===== src/shared/ldoc_pkg.sv =====
// Purpose: constants for the lock and diagnostic output control block
// Assumes: apb slave, 32-bit data, one word per register
// Notes:   offsets are byte addresses
package ldoc_pkg;
  localparam int          ERR_W          = 8;
  localparam int          ADDR_W         = 12;
  // register offsets
  localparam logic [11:0] OFF_LOCK       = 12'h000;
  localparam logic [11:0] OFF_DIAG_CFG   = 12'h004;
  localparam logic [11:0] OFF_DIAG_EN    = 12'h008;
  localparam logic [11:0] OFF_IRQ_EN     = 12'h00c;
  localparam logic [11:0] OFF_STATUS     = 12'h010;
  localparam logic [11:0] OFF_IRQ_MASK   = 12'h014;
  localparam logic [11:0] OFF_OSC_HI     = 12'h018;
  localparam logic [11:0] OFF_OSC_LO     = 12'h01c;
  localparam logic [11:0] OFF_OSC_CNT    = 12'h020;
  localparam logic [11:0] OFF_OCP        = 12'h024;
  localparam logic [11:0] OFF_ERR_LIVE   = 12'h028;
  // lock register fields
  localparam int          LOCK_WR_BIT    = 0;
  localparam int          LOCK_RW_BIT    = 1;
  // diag config fields
  localparam int          SEL_LSB        = 0;
  localparam int          DIAG_ON_BIT    = 2;
  localparam int          IF_IRQ_BIT     = 3;
  // error bit positions
  localparam int          ERR_OSC_HI     = 6;
  localparam int          ERR_OSC_LO     = 7;
  localparam int          ERR_ECC        = 4;
  localparam int          ERR_PARITY     = 5;
  // static errors (stay until reset), others follow their source
  localparam logic [7:0]  STATIC_MASK    = 8'h30;
  // reset values
  localparam logic [7:0]  DIAG_EN_RST    = 8'hff;
  localparam logic [7:0]  IRQ_EN_RST     = 8'h00;
  localparam logic [7:0]  IRQ_MASK_RST   = 8'h00;
  localparam logic [15:0] OSC_HI_RST     = 16'hffff;
  localparam logic [15:0] OSC_LO_RST     = 16'h0000;
  // time base: 1 ms window at 25 MHz
  localparam int          CLK_HZ         = 25000000;
  localparam int          WINDOW_US      = 1000;
  localparam int          WINDOW_CYC     = CLK_HZ / 1000000 * WINDOW_US;
  typedef enum logic [1:0] {
    SEL_NONE = 2'b00,
    SEL_POS  = 2'b01,
    SEL_NEG  = 2'b10,
    SEL_ALL  = 2'b11
  } ldoc_sel_type;
endpackage


===== src/design/ldoc_freq_mon.sv =====
// Purpose: counts oscillator edges within a time base window
// Assumes: osc_tick is a one-cycle pulse per oscillator period
// Notes:   result updates once per window
`timescale 1ns/100ps
module ldoc_freq_mon #(
  parameter int WINDOW = 25000
) (
  // clock and reset
  input  wire logic        clk,
  input  wire logic        reset,
  // oscillator and limits
  input  wire logic        osc_tick,
  input  wire logic [15:0] limit_hi,
  input  wire logic [15:0] limit_lo,
  // results
  output logic      [15:0] count_reg,
  output logic             too_high_reg,
  output logic             too_low_reg
);
  logic [15:0] base_reg;
  logic [15:0] edges_reg;
  logic        window_end;

  assign window_end = (base_reg == 16'(WINDOW - 1));

  always_ff @(posedge clk or posedge reset) begin
    if (reset) begin
      base_reg <= 16'h0000;
    end else if (window_end) begin
      base_reg <= 16'h0000;
    end else begin
      base_reg <= base_reg + 16'h0001;
    end
  end

  always_ff @(posedge clk or posedge reset) begin
    if (reset) begin
      edges_reg <= 16'h0000;
    end else if (window_end) begin
      edges_reg <= 16'h0000;
    end else if (osc_tick && edges_reg != 16'hffff) begin
      edges_reg <= edges_reg + 16'h0001;
    end
  end

  always_ff @(posedge clk or posedge reset) begin
    if (reset) begin
      count_reg    <= 16'h0000;
      too_high_reg <= 1'b0;
      too_low_reg  <= 1'b0;
    end else if (window_end) begin
      count_reg    <= edges_reg;
      too_high_reg <= edges_reg > limit_hi;
      too_low_reg  <= edges_reg < limit_lo;
    end
  end
endmodule


===== src/design/ldoc_top.sv =====
// Purpose: configuration lock and diagnostic output driver control
// Assumes: apb register access; error sources synchronous to clk
// Notes:   lock bits are one-time and cleared only by reset
// Function
// - lock offers write-only or read-and-write choices
// - any lock refuses every later register write
// - lock cannot be cleared by any access
// - read lock returns zero data except from the lock register; write lock keeps reads
// - diagnostic output select: none, positive pair, negative pair, all
// - per-error enable for output diagnostic indication
// - enabled error with diagnostics on disables selected drivers
// - over-current disables that output driver
// - software enables and clears interrupt events
// - oscillator frequency counted, alarm above or below limits
// - shared pin is address strap or interrupt output
// - ecc and parity failures reported as diagnostic errors
// - static alarms stay until reset, temporary follow source
// - each flag has its own interrupt enable
//
// Design decisions made here: the register offsets and the APB slave port.
`timescale 1ns/100ps
module ldoc_top (
  // clock and reset
  input  wire logic        clk,
  input  wire logic        reset,
  // apb slave
  input  wire logic        psel,
  input  wire logic        penable,
  input  wire logic        pwrite,
  input  wire logic [11:0] paddr,
  input  wire logic [31:0] pwdata,
  output logic             pready,
  output logic             pslverr,
  output logic      [31:0] prdata,
  // error sources, level per error type
  input  wire logic [3:0]  err_src,
  input  wire logic        ecc_fail,
  input  wire logic        parity_fail,
  input  wire logic        osc_tick,
  // over-current per driver: sine_pos, cosine_pos, sine_neg, cosine_neg
  input  wire logic [3:0]  over_current,
  // shared address/interrupt pin
  input  wire logic        addr_strap_irq_pin_in,
  output logic             addr_strap_irq_pin_out,
  output logic             addr_strap_irq_pin_oe,
  output logic             addr_strap_level,
  // analog output driver enables
  output logic             sine_pos_out_clk_en,
  output logic             cosine_pos_out_dat_en,
  output logic             sine_neg_out_en,
  output logic             cosine_neg_out_en,
  // interrupt
  output logic             irq
);
  logic        lock_wr_reg;
  logic        lock_rw_reg;
  logic [1:0]  sel_reg;
  logic        diag_on_reg;
  logic        if_irq_reg;
  logic [7:0]  diag_en_reg;
  logic [7:0]  irq_en_reg;
  logic [7:0]  status_reg;
  logic [7:0]  mask_reg;
  logic [15:0] osc_hi_reg;
  logic [15:0] osc_lo_reg;
  logic [7:0]  static_reg;
  logic [3:0]  ocp_reg;
  logic [3:0]  driver_en_reg;
  logic        strap_done_reg;
  logic        strap_reg;
  logic [15:0] osc_count;
  logic        osc_high;
  logic        osc_low;
  logic [7:0]  err_raw;
  logic [7:0]  err_live;
  logic [7:0]  err_rise;
  logic [7:0]  err_prev_reg;
  logic        access;
  logic        wr_ok;
  logic        diag_hit;
  logic [3:0]  diag_off;
  logic [31:0] rd_next;
  logic        unmapped;

  ldoc_freq_mon #(
    .WINDOW       (ldoc_pkg::WINDOW_CYC)
  ) i_ldoc_freq_mon (
    .clk          (clk),
    .reset        (reset),
    .osc_tick     (osc_tick),
    .limit_hi     (osc_hi_reg),
    .limit_lo     (osc_lo_reg),
    .count_reg    (osc_count),
    .too_high_reg (osc_high),
    .too_low_reg  (osc_low)
  );

  assign err_raw = {osc_low, osc_high, parity_fail, ecc_fail, err_src};

  always_ff @(posedge clk or posedge reset) begin
    if (reset) begin
      static_reg <= 8'h00;
    end else begin
      static_reg <= static_reg | (err_raw & ldoc_pkg::STATIC_MASK);
    end
  end

  assign err_live = (err_raw & ~ldoc_pkg::STATIC_MASK) | static_reg;

  always_ff @(posedge clk or posedge reset) begin
    if (reset) begin
      err_prev_reg <= 8'h00;
    end else begin
      err_prev_reg <= err_live;
    end
  end

  assign err_rise = err_live & ~err_prev_reg;

  // apb decode: zero wait states
  assign access   = psel && penable;
  assign pready   = 1'b1;
  assign wr_ok    = access && pwrite && !lock_wr_reg && !lock_rw_reg;
  assign unmapped = (paddr > ldoc_pkg::OFF_ERR_LIVE) || (paddr[1:0] != 2'b00);
  assign pslverr  = access && (unmapped || (pwrite && (lock_wr_reg || lock_rw_reg))
                    || (!pwrite && lock_rw_reg));

  always_ff @(posedge clk or posedge reset) begin
    if (reset) begin
      lock_wr_reg <= 1'b0;
      lock_rw_reg <= 1'b0;
    end else if (wr_ok && paddr == ldoc_pkg::OFF_LOCK) begin
      lock_wr_reg <= lock_wr_reg | pwdata[ldoc_pkg::LOCK_WR_BIT];
      lock_rw_reg <= lock_rw_reg | pwdata[ldoc_pkg::LOCK_RW_BIT];
    end
  end

  always_ff @(posedge clk or posedge reset) begin
    if (reset) begin
      sel_reg     <= ldoc_pkg::SEL_NONE;
      diag_on_reg <= 1'b0;
      if_irq_reg  <= 1'b0;
    end else if (wr_ok && paddr == ldoc_pkg::OFF_DIAG_CFG) begin
      sel_reg     <= pwdata[ldoc_pkg::SEL_LSB +: 2];
      diag_on_reg <= pwdata[ldoc_pkg::DIAG_ON_BIT];
      if_irq_reg  <= pwdata[ldoc_pkg::IF_IRQ_BIT];
    end
  end

  always_ff @(posedge clk or posedge reset) begin
    if (reset) begin
      diag_en_reg <= ldoc_pkg::DIAG_EN_RST;
    end else if (wr_ok && paddr == ldoc_pkg::OFF_DIAG_EN) begin
      diag_en_reg <= pwdata[7:0];
    end
  end

  always_ff @(posedge clk or posedge reset) begin
    if (reset) begin
      irq_en_reg <= ldoc_pkg::IRQ_EN_RST;
    end else if (wr_ok && paddr == ldoc_pkg::OFF_IRQ_EN) begin
      irq_en_reg <= pwdata[7:0];
    end
  end

  // interrupt output mask
  always_ff @(posedge clk or posedge reset) begin
    if (reset) begin
      mask_reg <= ldoc_pkg::IRQ_MASK_RST;
    end else if (wr_ok && paddr == ldoc_pkg::OFF_IRQ_MASK) begin
      mask_reg <= pwdata[7:0];
    end
  end

  always_ff @(posedge clk or posedge reset) begin
    if (reset) begin
      osc_hi_reg <= ldoc_pkg::OSC_HI_RST;
    end else if (wr_ok && paddr == ldoc_pkg::OFF_OSC_HI) begin
      osc_hi_reg <= pwdata[15:0];
    end
  end

  always_ff @(posedge clk or posedge reset) begin
    if (reset) begin
      osc_lo_reg <= ldoc_pkg::OSC_LO_RST;
    end else if (wr_ok && paddr == ldoc_pkg::OFF_OSC_LO) begin
      osc_lo_reg <= pwdata[15:0];
    end
  end

  // sticky events, write one clears
  // set wins over clear in the same cycle
  always_ff @(posedge clk or posedge reset) begin
    if (reset) begin
      status_reg <= 8'h00;
    end else if (wr_ok && paddr == ldoc_pkg::OFF_STATUS) begin
      status_reg <= (status_reg & ~pwdata[7:0]) | (err_rise & irq_en_reg);
    end else begin
      status_reg <= status_reg | (err_rise & irq_en_reg);
    end
  end

  assign irq = |(status_reg & mask_reg);

  always_ff @(posedge clk or posedge reset) begin
    if (reset) begin
      ocp_reg <= 4'h0;
    end else begin
      ocp_reg <= ocp_reg | over_current;
    end
  end

  assign diag_hit = diag_on_reg && |(err_live & diag_en_reg);
  always_comb begin
    diag_off = 4'h0;
    if (diag_hit) begin
      unique case (sel_reg)
        ldoc_pkg::SEL_NONE: diag_off = 4'h0;
        ldoc_pkg::SEL_POS:  diag_off = 4'h3;
        ldoc_pkg::SEL_NEG:  diag_off = 4'hc;
        ldoc_pkg::SEL_ALL:  diag_off = 4'hf;
      endcase
    end
  end

  // live over-current too, so a short cuts the driver at the next edge
  always_ff @(posedge clk or posedge reset) begin
    if (reset) begin
      driver_en_reg <= 4'h0;
    end else begin
      driver_en_reg <= ~(diag_off | ocp_reg | over_current);
    end
  end

  assign sine_pos_out_clk_en   = driver_en_reg[0];
  assign cosine_pos_out_dat_en = driver_en_reg[1];
  assign sine_neg_out_en       = driver_en_reg[2];
  assign cosine_neg_out_en     = driver_en_reg[3];

  always_ff @(posedge clk or posedge reset) begin
    if (reset) begin
      strap_done_reg <= 1'b0;
      strap_reg      <= 1'b0;
    end else if (!strap_done_reg) begin
      strap_done_reg <= 1'b1;
      strap_reg      <= addr_strap_irq_pin_in;
    end
  end

  assign addr_strap_level       = strap_reg;
  assign addr_strap_irq_pin_out = 1'b0;
  assign addr_strap_irq_pin_oe  = if_irq_reg && irq;

  always_comb begin
    rd_next = 32'h0000_0000;
    unique case (paddr)
      ldoc_pkg::OFF_LOCK:     rd_next = {30'h0, lock_rw_reg, lock_wr_reg};
      ldoc_pkg::OFF_DIAG_CFG: rd_next = {28'h0, if_irq_reg, diag_on_reg, sel_reg};
      ldoc_pkg::OFF_DIAG_EN:  rd_next = {24'h0, diag_en_reg};
      ldoc_pkg::OFF_IRQ_EN:   rd_next = {24'h0, irq_en_reg};
      ldoc_pkg::OFF_STATUS:   rd_next = {24'h0, status_reg};
      ldoc_pkg::OFF_IRQ_MASK: rd_next = {24'h0, mask_reg};
      ldoc_pkg::OFF_OSC_HI:   rd_next = {16'h0, osc_hi_reg};
      ldoc_pkg::OFF_OSC_LO:   rd_next = {16'h0, osc_lo_reg};
      ldoc_pkg::OFF_OSC_CNT:  rd_next = {16'h0, osc_count};
      ldoc_pkg::OFF_OCP:      rd_next = {28'h0, ocp_reg};
      ldoc_pkg::OFF_ERR_LIVE: rd_next = {24'h0, err_live};
      default:                rd_next = 32'h0000_0000;
    endcase
    if (lock_rw_reg && paddr != ldoc_pkg::OFF_LOCK) begin
      rd_next = 32'h0000_0000;
    end
  end

  // loaded in setup so read data stands through the access phase
  always_ff @(posedge clk or posedge reset) begin
    if (reset) begin
      prdata <= 32'h0000_0000;
    end else if (psel && !penable && !pwrite) begin
      prdata <= rd_next;
    end
  end
endmodule


===== config.mk =====
export PLATFORM = sky130hd
export DESIGN_NAME = ldoc_top
export DESIGN_NICKNAME = d
export VERILOG_FILES = /design/src/shared/ldoc_pkg.sv /design/src/design/ldoc_freq_mon.sv /design/src/design/ldoc_top.sv
export SDC_FILE = /design/constraint.sdc
export NUM_CORES = 1
export LEC_CHECK = 0
export BUFFER_PORTS_ARGS = -buffer_cell sky130_fd_sc_hd__buf_4
export CORE_MARGIN = 2
export CORE_UTILIZATION = 58
export DETAILED_ROUTE_END_ITERATION = 8
export PLACE_DENSITY_LB_ADDON = 0.05
export SLEW_MARGIN = 40
export SYNTH_ARGS = -nofsm -noshare
export SYNTH_HDL_FRONTEND = slang
export SYNTH_SLANG_ARGS = --single-unit

===== constraint.sdc =====
create_clock -name clk -period 5.97 [get_ports clk]
set_clock_uncertainty 0.2 [all_clocks]
set_input_delay 1.194 -clock clk [delete_from_list [all_inputs] [get_ports clk]]
set_output_delay 1.194 -clock clk [all_outputs]
set_load 0.05 [all_outputs]

==> results.cfg, run 1 <==
[status]
status = completed

[logic_synthesis]
synth_top_area_share = 0.406
yosys.area.top_type = dfrtp_1
synth_area_per_cell_um2 = 11.1
synth_area_leaders = dfrtp_1 (41%), mux2_2 (11%), dfstp_2 (7.8%)
ys.flop_type = dfrtp_1
yosys_register_bits = 156
syn_inst = 732
ys_types = 69
ys_warn_count = 0
seq_area_frac_synth = 0.483
synthesis.area_um2 = 8140
ys_async_sr_fraction = 1.00
synth_edf_count = 0

[sta]
fin_crit_sh = 0.680
setup_violations = 0
rsz0062_at_grt = no
relSlewSlack = 0.513
final_hold_viol_count = 0
drv_slew = 0
holdWs_ps = 213
tns_ps = 0
worst_slew_pin_slew_ps = 725
fmax_ghz = 0.246
fin_crit_ps = 4060

[layout]
area_growth_pct = 15.6
drive_gt1_frac = 0.289
antenna_cells = 0
final_area_um2 = 9410
num-fill-cells = 1060
final_nets = 897

[detailed_routing]
drcViolationCount = 0
vias = 5996
met3WireLength_mm = 1.07
firstDrtPassIters = 5
postRouteAntennaNets = 0
vias_per_cell = 6.02
totalWireLength_mm = 20.4
drt-initial-drc-count = 427
wire_per_inst_um = 20.4
met2_length_mm = 9.68
wl_met1_mm = 9.08
dr.max_layer_used = met4

[die]
die_x_um = 122
ios = 103
coreArea_um2 = 13800
initial_utilization = 0.591
die-area_um2 = 15000
die_h_um = 122
rows = 43

[job]
drv_cap = 0

[global_route]
grt_pass1_vias = 6170
grt_overflow = 0
grt_start_max_net_pins = 111
antenna_found_initial = 0
grt_pass1_wl_mm = 33.0
grt_use_total = 0.292

[clock_tree]
clock_latency_ps = 420
cts_root_buf = clkbuf_16
htreeDepth = 4
cts_setup_buffers = 0
clk_pin_slew_ps = 60
clock_sinks = 156
hold_buffers = 0
post_cts_resize_count = 0
cts_max_path_buffers = 2
cts_made_buffers = 17
cts_tree = done

[placed_design]
gp_congestion = 0.991
port-buffer-count = 68
dp_hpwl_mm = 14.7
placed_area_um2 = 8780

[worst_setup_path]
crit_fanout = 10
crit_type = in -> out
cp.required_ps = 4580
startpoint_type = primary input
worstPathArrival_ps = 2670
end_kind = primary output

[worst_hold_path]
hold_path_class = reg -> reg

[power]
power_density_nw_per_um2 = 277
p_leak_nw = 4.27
ir_drop_uv = 196
-- worst paths after layout --
check	from	to	slack, ps	cells after the start
max in group asynchronous	reset	osc_lo_reg[4]$_DFFE_PP0P_	3880	3
worst max-delay path	paddr[8]	pslverr	1910	6
worst min-delay path	err_prev_reg[0]$_DFF_PP0_	status_reg[0]$_DFF_PP0_	210	1
min in group asynchronous	reset	driver_en_reg[1]$_DFF_PP0_	620	2
worst max register to register	i_ldoc_freq_mon.base_reg[14]$_DFF_PP0_	i_ldoc_freq_mon.count_reg[14]$_DFFE_PP0N_	3400	5
worst min register to register	err_prev_reg[0]$_DFF_PP0_	status_reg[0]$_DFF_PP0_	210	1
-- layout by cell type (no fill, tap or decap), types with 4 or more instances in the layout --
| master | n |
|---|---|
| inv_1 | 40 |
| mux2i_1 | 23 |
| and3_1 | 6 |
| mux2_2 | 82 |
| clkbuf_16 | 17 |
| nor3_1 | 17 |
| o22ai_1 | 4 |
| nand4_1 | 12 |
| a21oi_1 | 14 |
| a2bb2oi_1 | 8 |
| o2bb2ai_1 | 10 |
| conb_1 | 19 |
| and2_1 | 8 |
| nand2_1 | 61 |
| ha_1 | 33 |
| nor2b_1 | 6 |
| xor2_1 | 17 |
| nand3_1 | 25 |
| clkbuf_1 | 4 |
| dfstp_2 | 24 |
| nor4_1 | 4 |
| dfrtp_1 | 132 |
| xnor2_1 | 8 |
| nor2_1 | 44 |
| a22oi_1 | 11 |
| o21ai_0 | 26 |
| bufinv_16 | 4 |
| mux4_2 | 4 |
| or2_2 | 6 |
| a211oi_1 | 5 |
| buf_4 | 71 |
-- per-layer routing --
| layer | track usage | vias to the layer above |
|---|---|---|
| met5 | 0 | - |
| met4 | 0.103 | 0 |
| met3 | 0.0595 | 39 |
| met2 | 0.466 | 177 |
| met1 | 0.397 | 3028 |
| li1 | - | 2752 |
-- power by group --
part           leakage, nW  internal (mW)  switching, mW
combinational         1.99          0.128          0.195
sequential            1.98           1.08         0.0527
clock                0.295          0.714          0.428
total                 4.27           1.93          0.676
-- logic make-up (layout without fill, tap and decap cells) --
group / after synthesis / count (layout) / share of synthesized area
AND/OR/NAND/NOR: 219 / 219 / 0.144
flip-flops: 156 / 156 / 0.483
multiplexers: 111 / 111 / 0.156
AO/OA/AOI/OAI: 109 / 109 / 0.0933
buffers and inverters: 77 / 144 / 0.0451
adder cells (fa/ha/maj): 33 / 33 / 0.0507
XOR/XNOR: 25 / 25 / 0.0269
other: 2 / 19 / 0.000923
-- synthesized netlist by cell type, types with 10 or more instances --
library cell and count:
dfrtp_1 132, mux2_2 82, nand2_1 61, nor2_1 44, inv_1 41, ha_1 33
o21ai_0 26, nand3_1 25, dfstp_2 24, mux2i_1 23, buf_4 18, nor3_1 17
xor2_1 17, a21oi_1 14, nand4_1 12, a22oi_1 11, o2bb2ai_1 10
-- area by class of cell --
type	instances	area, um^2	share of cell area
sequential	156	3930	0.418
tap	180	225	0.0239
inverter	41	166	0.0177
multi-input combinational	516	3930	0.418
timing repair buffer	71	533	0.0566
clock buffer	22	454	0.0483
clock inverter	10	166	0.0177
-- per-stage QoR --
stage                     instances  worst slack [ps]   util  total power [mW]
after floorplan                 749               409      -              1.37
final                           996              1910  0.683              2.60
after global placement          964              1950  0.636              1.46
after CTS                       996              1910  0.682              2.62
after detailed placement        964              1920  0.637              1.48
after global routing            996              1810  0.683              2.71
-- critical path: stages --
cell	delay (ps)
buf_4	120
nor4_4	340
nand2_1	330
o31ai_1	360
a31oi_1	120
buf_4	210
(Power assumes the default switching activity.)
==> inputs of run 2 (changes only) <==
--- a/config.mk
+++ b/config.mk
@@ -7,7 +7,7 @@
 export LEC_CHECK = 0
 export BUFFER_PORTS_ARGS = -buffer_cell sky130_fd_sc_hd__buf_4
 export CORE_MARGIN = 2
-export CORE_UTILIZATION = 58
+export CORE_UTILIZATION = 53
 export DETAILED_ROUTE_END_ITERATION = 8
 export PLACE_DENSITY_LB_ADDON = 0.05
 export SLEW_MARGIN = 40
==> constraint.sdc (replaced) <==
create_clock -name clk -period 3.3 [get_ports clk]
set_clock_uncertainty 0.2 [all_clocks]
set_input_delay 0.66 -clock clk [delete_from_list [all_inputs] [get_ports clk]]
set_output_delay 0.66 -clock clk [all_outputs]
set_load 0.05 [all_outputs]
==> results.cfg, run 2 (synthesis gave the netlist of run 1 again) <==
[clock_tree]
hold_buffers = 0
htreeDepth = 4
cts_made_buffers = 17
clock_latency_ps = 430
clk_pin_slew_ps = 60
cts_max_path_buffers = 2
cts_tree = done
cts_root_buf = clkbuf_16
cts_setup_buffers = 0
post_cts_resize_count = 0
clock_sinks = 156

[layout]
mostFrequentLayoutCells = dfrtp_1 (132), buf_4 (83), mux2_2 (82)
drive_gt1_frac = 0.305
area_growth_pct = 16.8
layout_commonest_cell = dfrtp_1
final_nets = 911
antenna_cells = 0

[die]
die_h_um = 128
die_x_um = 128
die-area_um2 = 16400
ios = 103
coreArea_um2 = 15100
rows = 45
initial_utilization = 0.539

[power]
ir_drop_uv = 416
p_switching_mw = 1.29
internal_power_mw = 3.36
p_comb_frac = 0.129
p_seq_frac = 0.442
p_leak_nw = 4.33
sw_frac_of_total = 0.277
power_density_nw_per_um2 = 489
clockPowerShare = 0.429

[worst_setup_path]
worst-path-buf-inv = 3
worstPathArrival_ps = 1940
worstRegToRegCells = 4
cp.required_ps = 2440
critPathMostFrequentCell = buf_4
reg2reg_to = irq_en_reg[7]$_DFFE_PP0P_
crit_type = in -> out
critPathSlowestCell = o31ai_1
startpoint_type = primary input
end_kind = primary output
slowest_delay_ps = 320
crit_fanout = 6
crit_chain = buf_4 -> inv_1 -> nand3_1 -> o31ai_1 -> a31oi_1 -> buf_4
rrSetupSlack_ps = 930
rr_startpoint = lock_rw_reg$_DFFE_PP0P_
critPathTopFamily = buffers and inverters

[global_route]
antenna_found_initial = 0
grt_use_total = 0.266
grt_overflow = 0
grt_pass1_vias = 6078
grt_pass1_wl_mm = 33.0
grt_start_max_net_pins = 157

[detailed_routing]
drt-initial-drc-count = 402
vias_per_cell = 5.88
postRouteAntennaNets = 0
vias = 5990
totalWireLength_mm = 20.5
drcViolationCount = 0
firstDrtPassIters = 7
wire_per_inst_um = 20.1

[status]
status = completed

[sta]
rsz0062_at_grt = no
fmax_ghz = 0.357
final_hold_viol_count = 0
holdWs_ps = 113
drv_slew = 0
setup_violations = 0
fin_crit_sh = 0.848
relSlewSlack = 0.544
fin_crit_ps = 2800
worst_slew_pin_slew_ps = 667
tns_ps = 0

[job]
drv_cap = 0

[worst_hold_path]
hold_path_class = in -> async

[placed_design]
port-buffer-count = 68
gp_congestion = 0.903
dp_hpwl_mm = 14.6
## run 2: cell count changes in the layout (fill, tap and decap cells not counted), sizes merged
cell,before,now
buf,71,85
bufinv,4,2
clkbuf,22,19
clkinv,3,2
clkinvlp,2,3
inv,42,47
## run 2: worst max-delay path by stage
stage	startpoint	endpoint	slack (ps)	cells after the start
finish	paddr[4]	pslverr	500	6
global route	paddr[4]	pslverr	380	6
CTS	paddr[4]	pslverr	500	6
detailed placement	paddr[5]	irq_en_reg[7]$_DFFE_PP0P_	440	6
global placement	paddr[5]	irq_en_reg[0]$_DFFE_PP0P_	470	6
floorplan	paddr[4]	pslverr	70	6
## run 2: metal layers
metal  routed length (um)  part of all wire  GRT usage  vias to the layer above
met2                10300              0.50      0.446                      174
met1                 8890              0.43      0.346                     3019
li1                     -                 -          -                     2774
met3                  899             0.044     0.0526                       23
met5                    0                 0          0                        -
met4                  437             0.021     0.0924                        0
## run 2: cell type report
class                      instances  area (um^2)
fill                            1220         5580
sequential                       156         3930
multi-input combinational        516         3910
timing repair buffer              85          671
clock buffer                      19          443
tap                              188          235
inverter                          41          158
clock inverter                    13          153
## run 2: stage by stage
stage / setup slack, ps / total power [mW] / instances / cell area (um^2) / utilization
floorplan: 66.0 / 2.48 / 749 / 8200 / -
finish: 503 / 4.65 / 1018 / 9510 / 0.630
global route: 384 / 4.84 / 1018 / 9510 / 0.630
global placement: 472 / 2.66 / 985 / 8880 / 0.588
CTS: 500 / 4.68 / 1017 / 9470 / 0.628
detailed placement: 441 / 2.67 / 985 / 8880 / 0.588
## run 2: power groups by stage
| stage | clock [mW] | combinational, mW | sequential [mW] |
|---|---|---|---|
| finish | 1.99 | 0.598 | 2.05 |
| global placement | 0 | 0.572 | 2.08 |
| CTS | 2.03 | 0.597 | 2.05 |
| global route | 2.10 | 0.678 | 2.06 |
| detailed placement | 0 | 0.590 | 2.08 |
| floorplan | 0 | 0.426 | 2.06 |
## run 2: worst reg2reg max path, cell delays in order (launching register included)
cell and delay [ps]:
dfrtp_1 430, or4b_4 600, or3_4 430, nor2_8 230
mux2_2 370
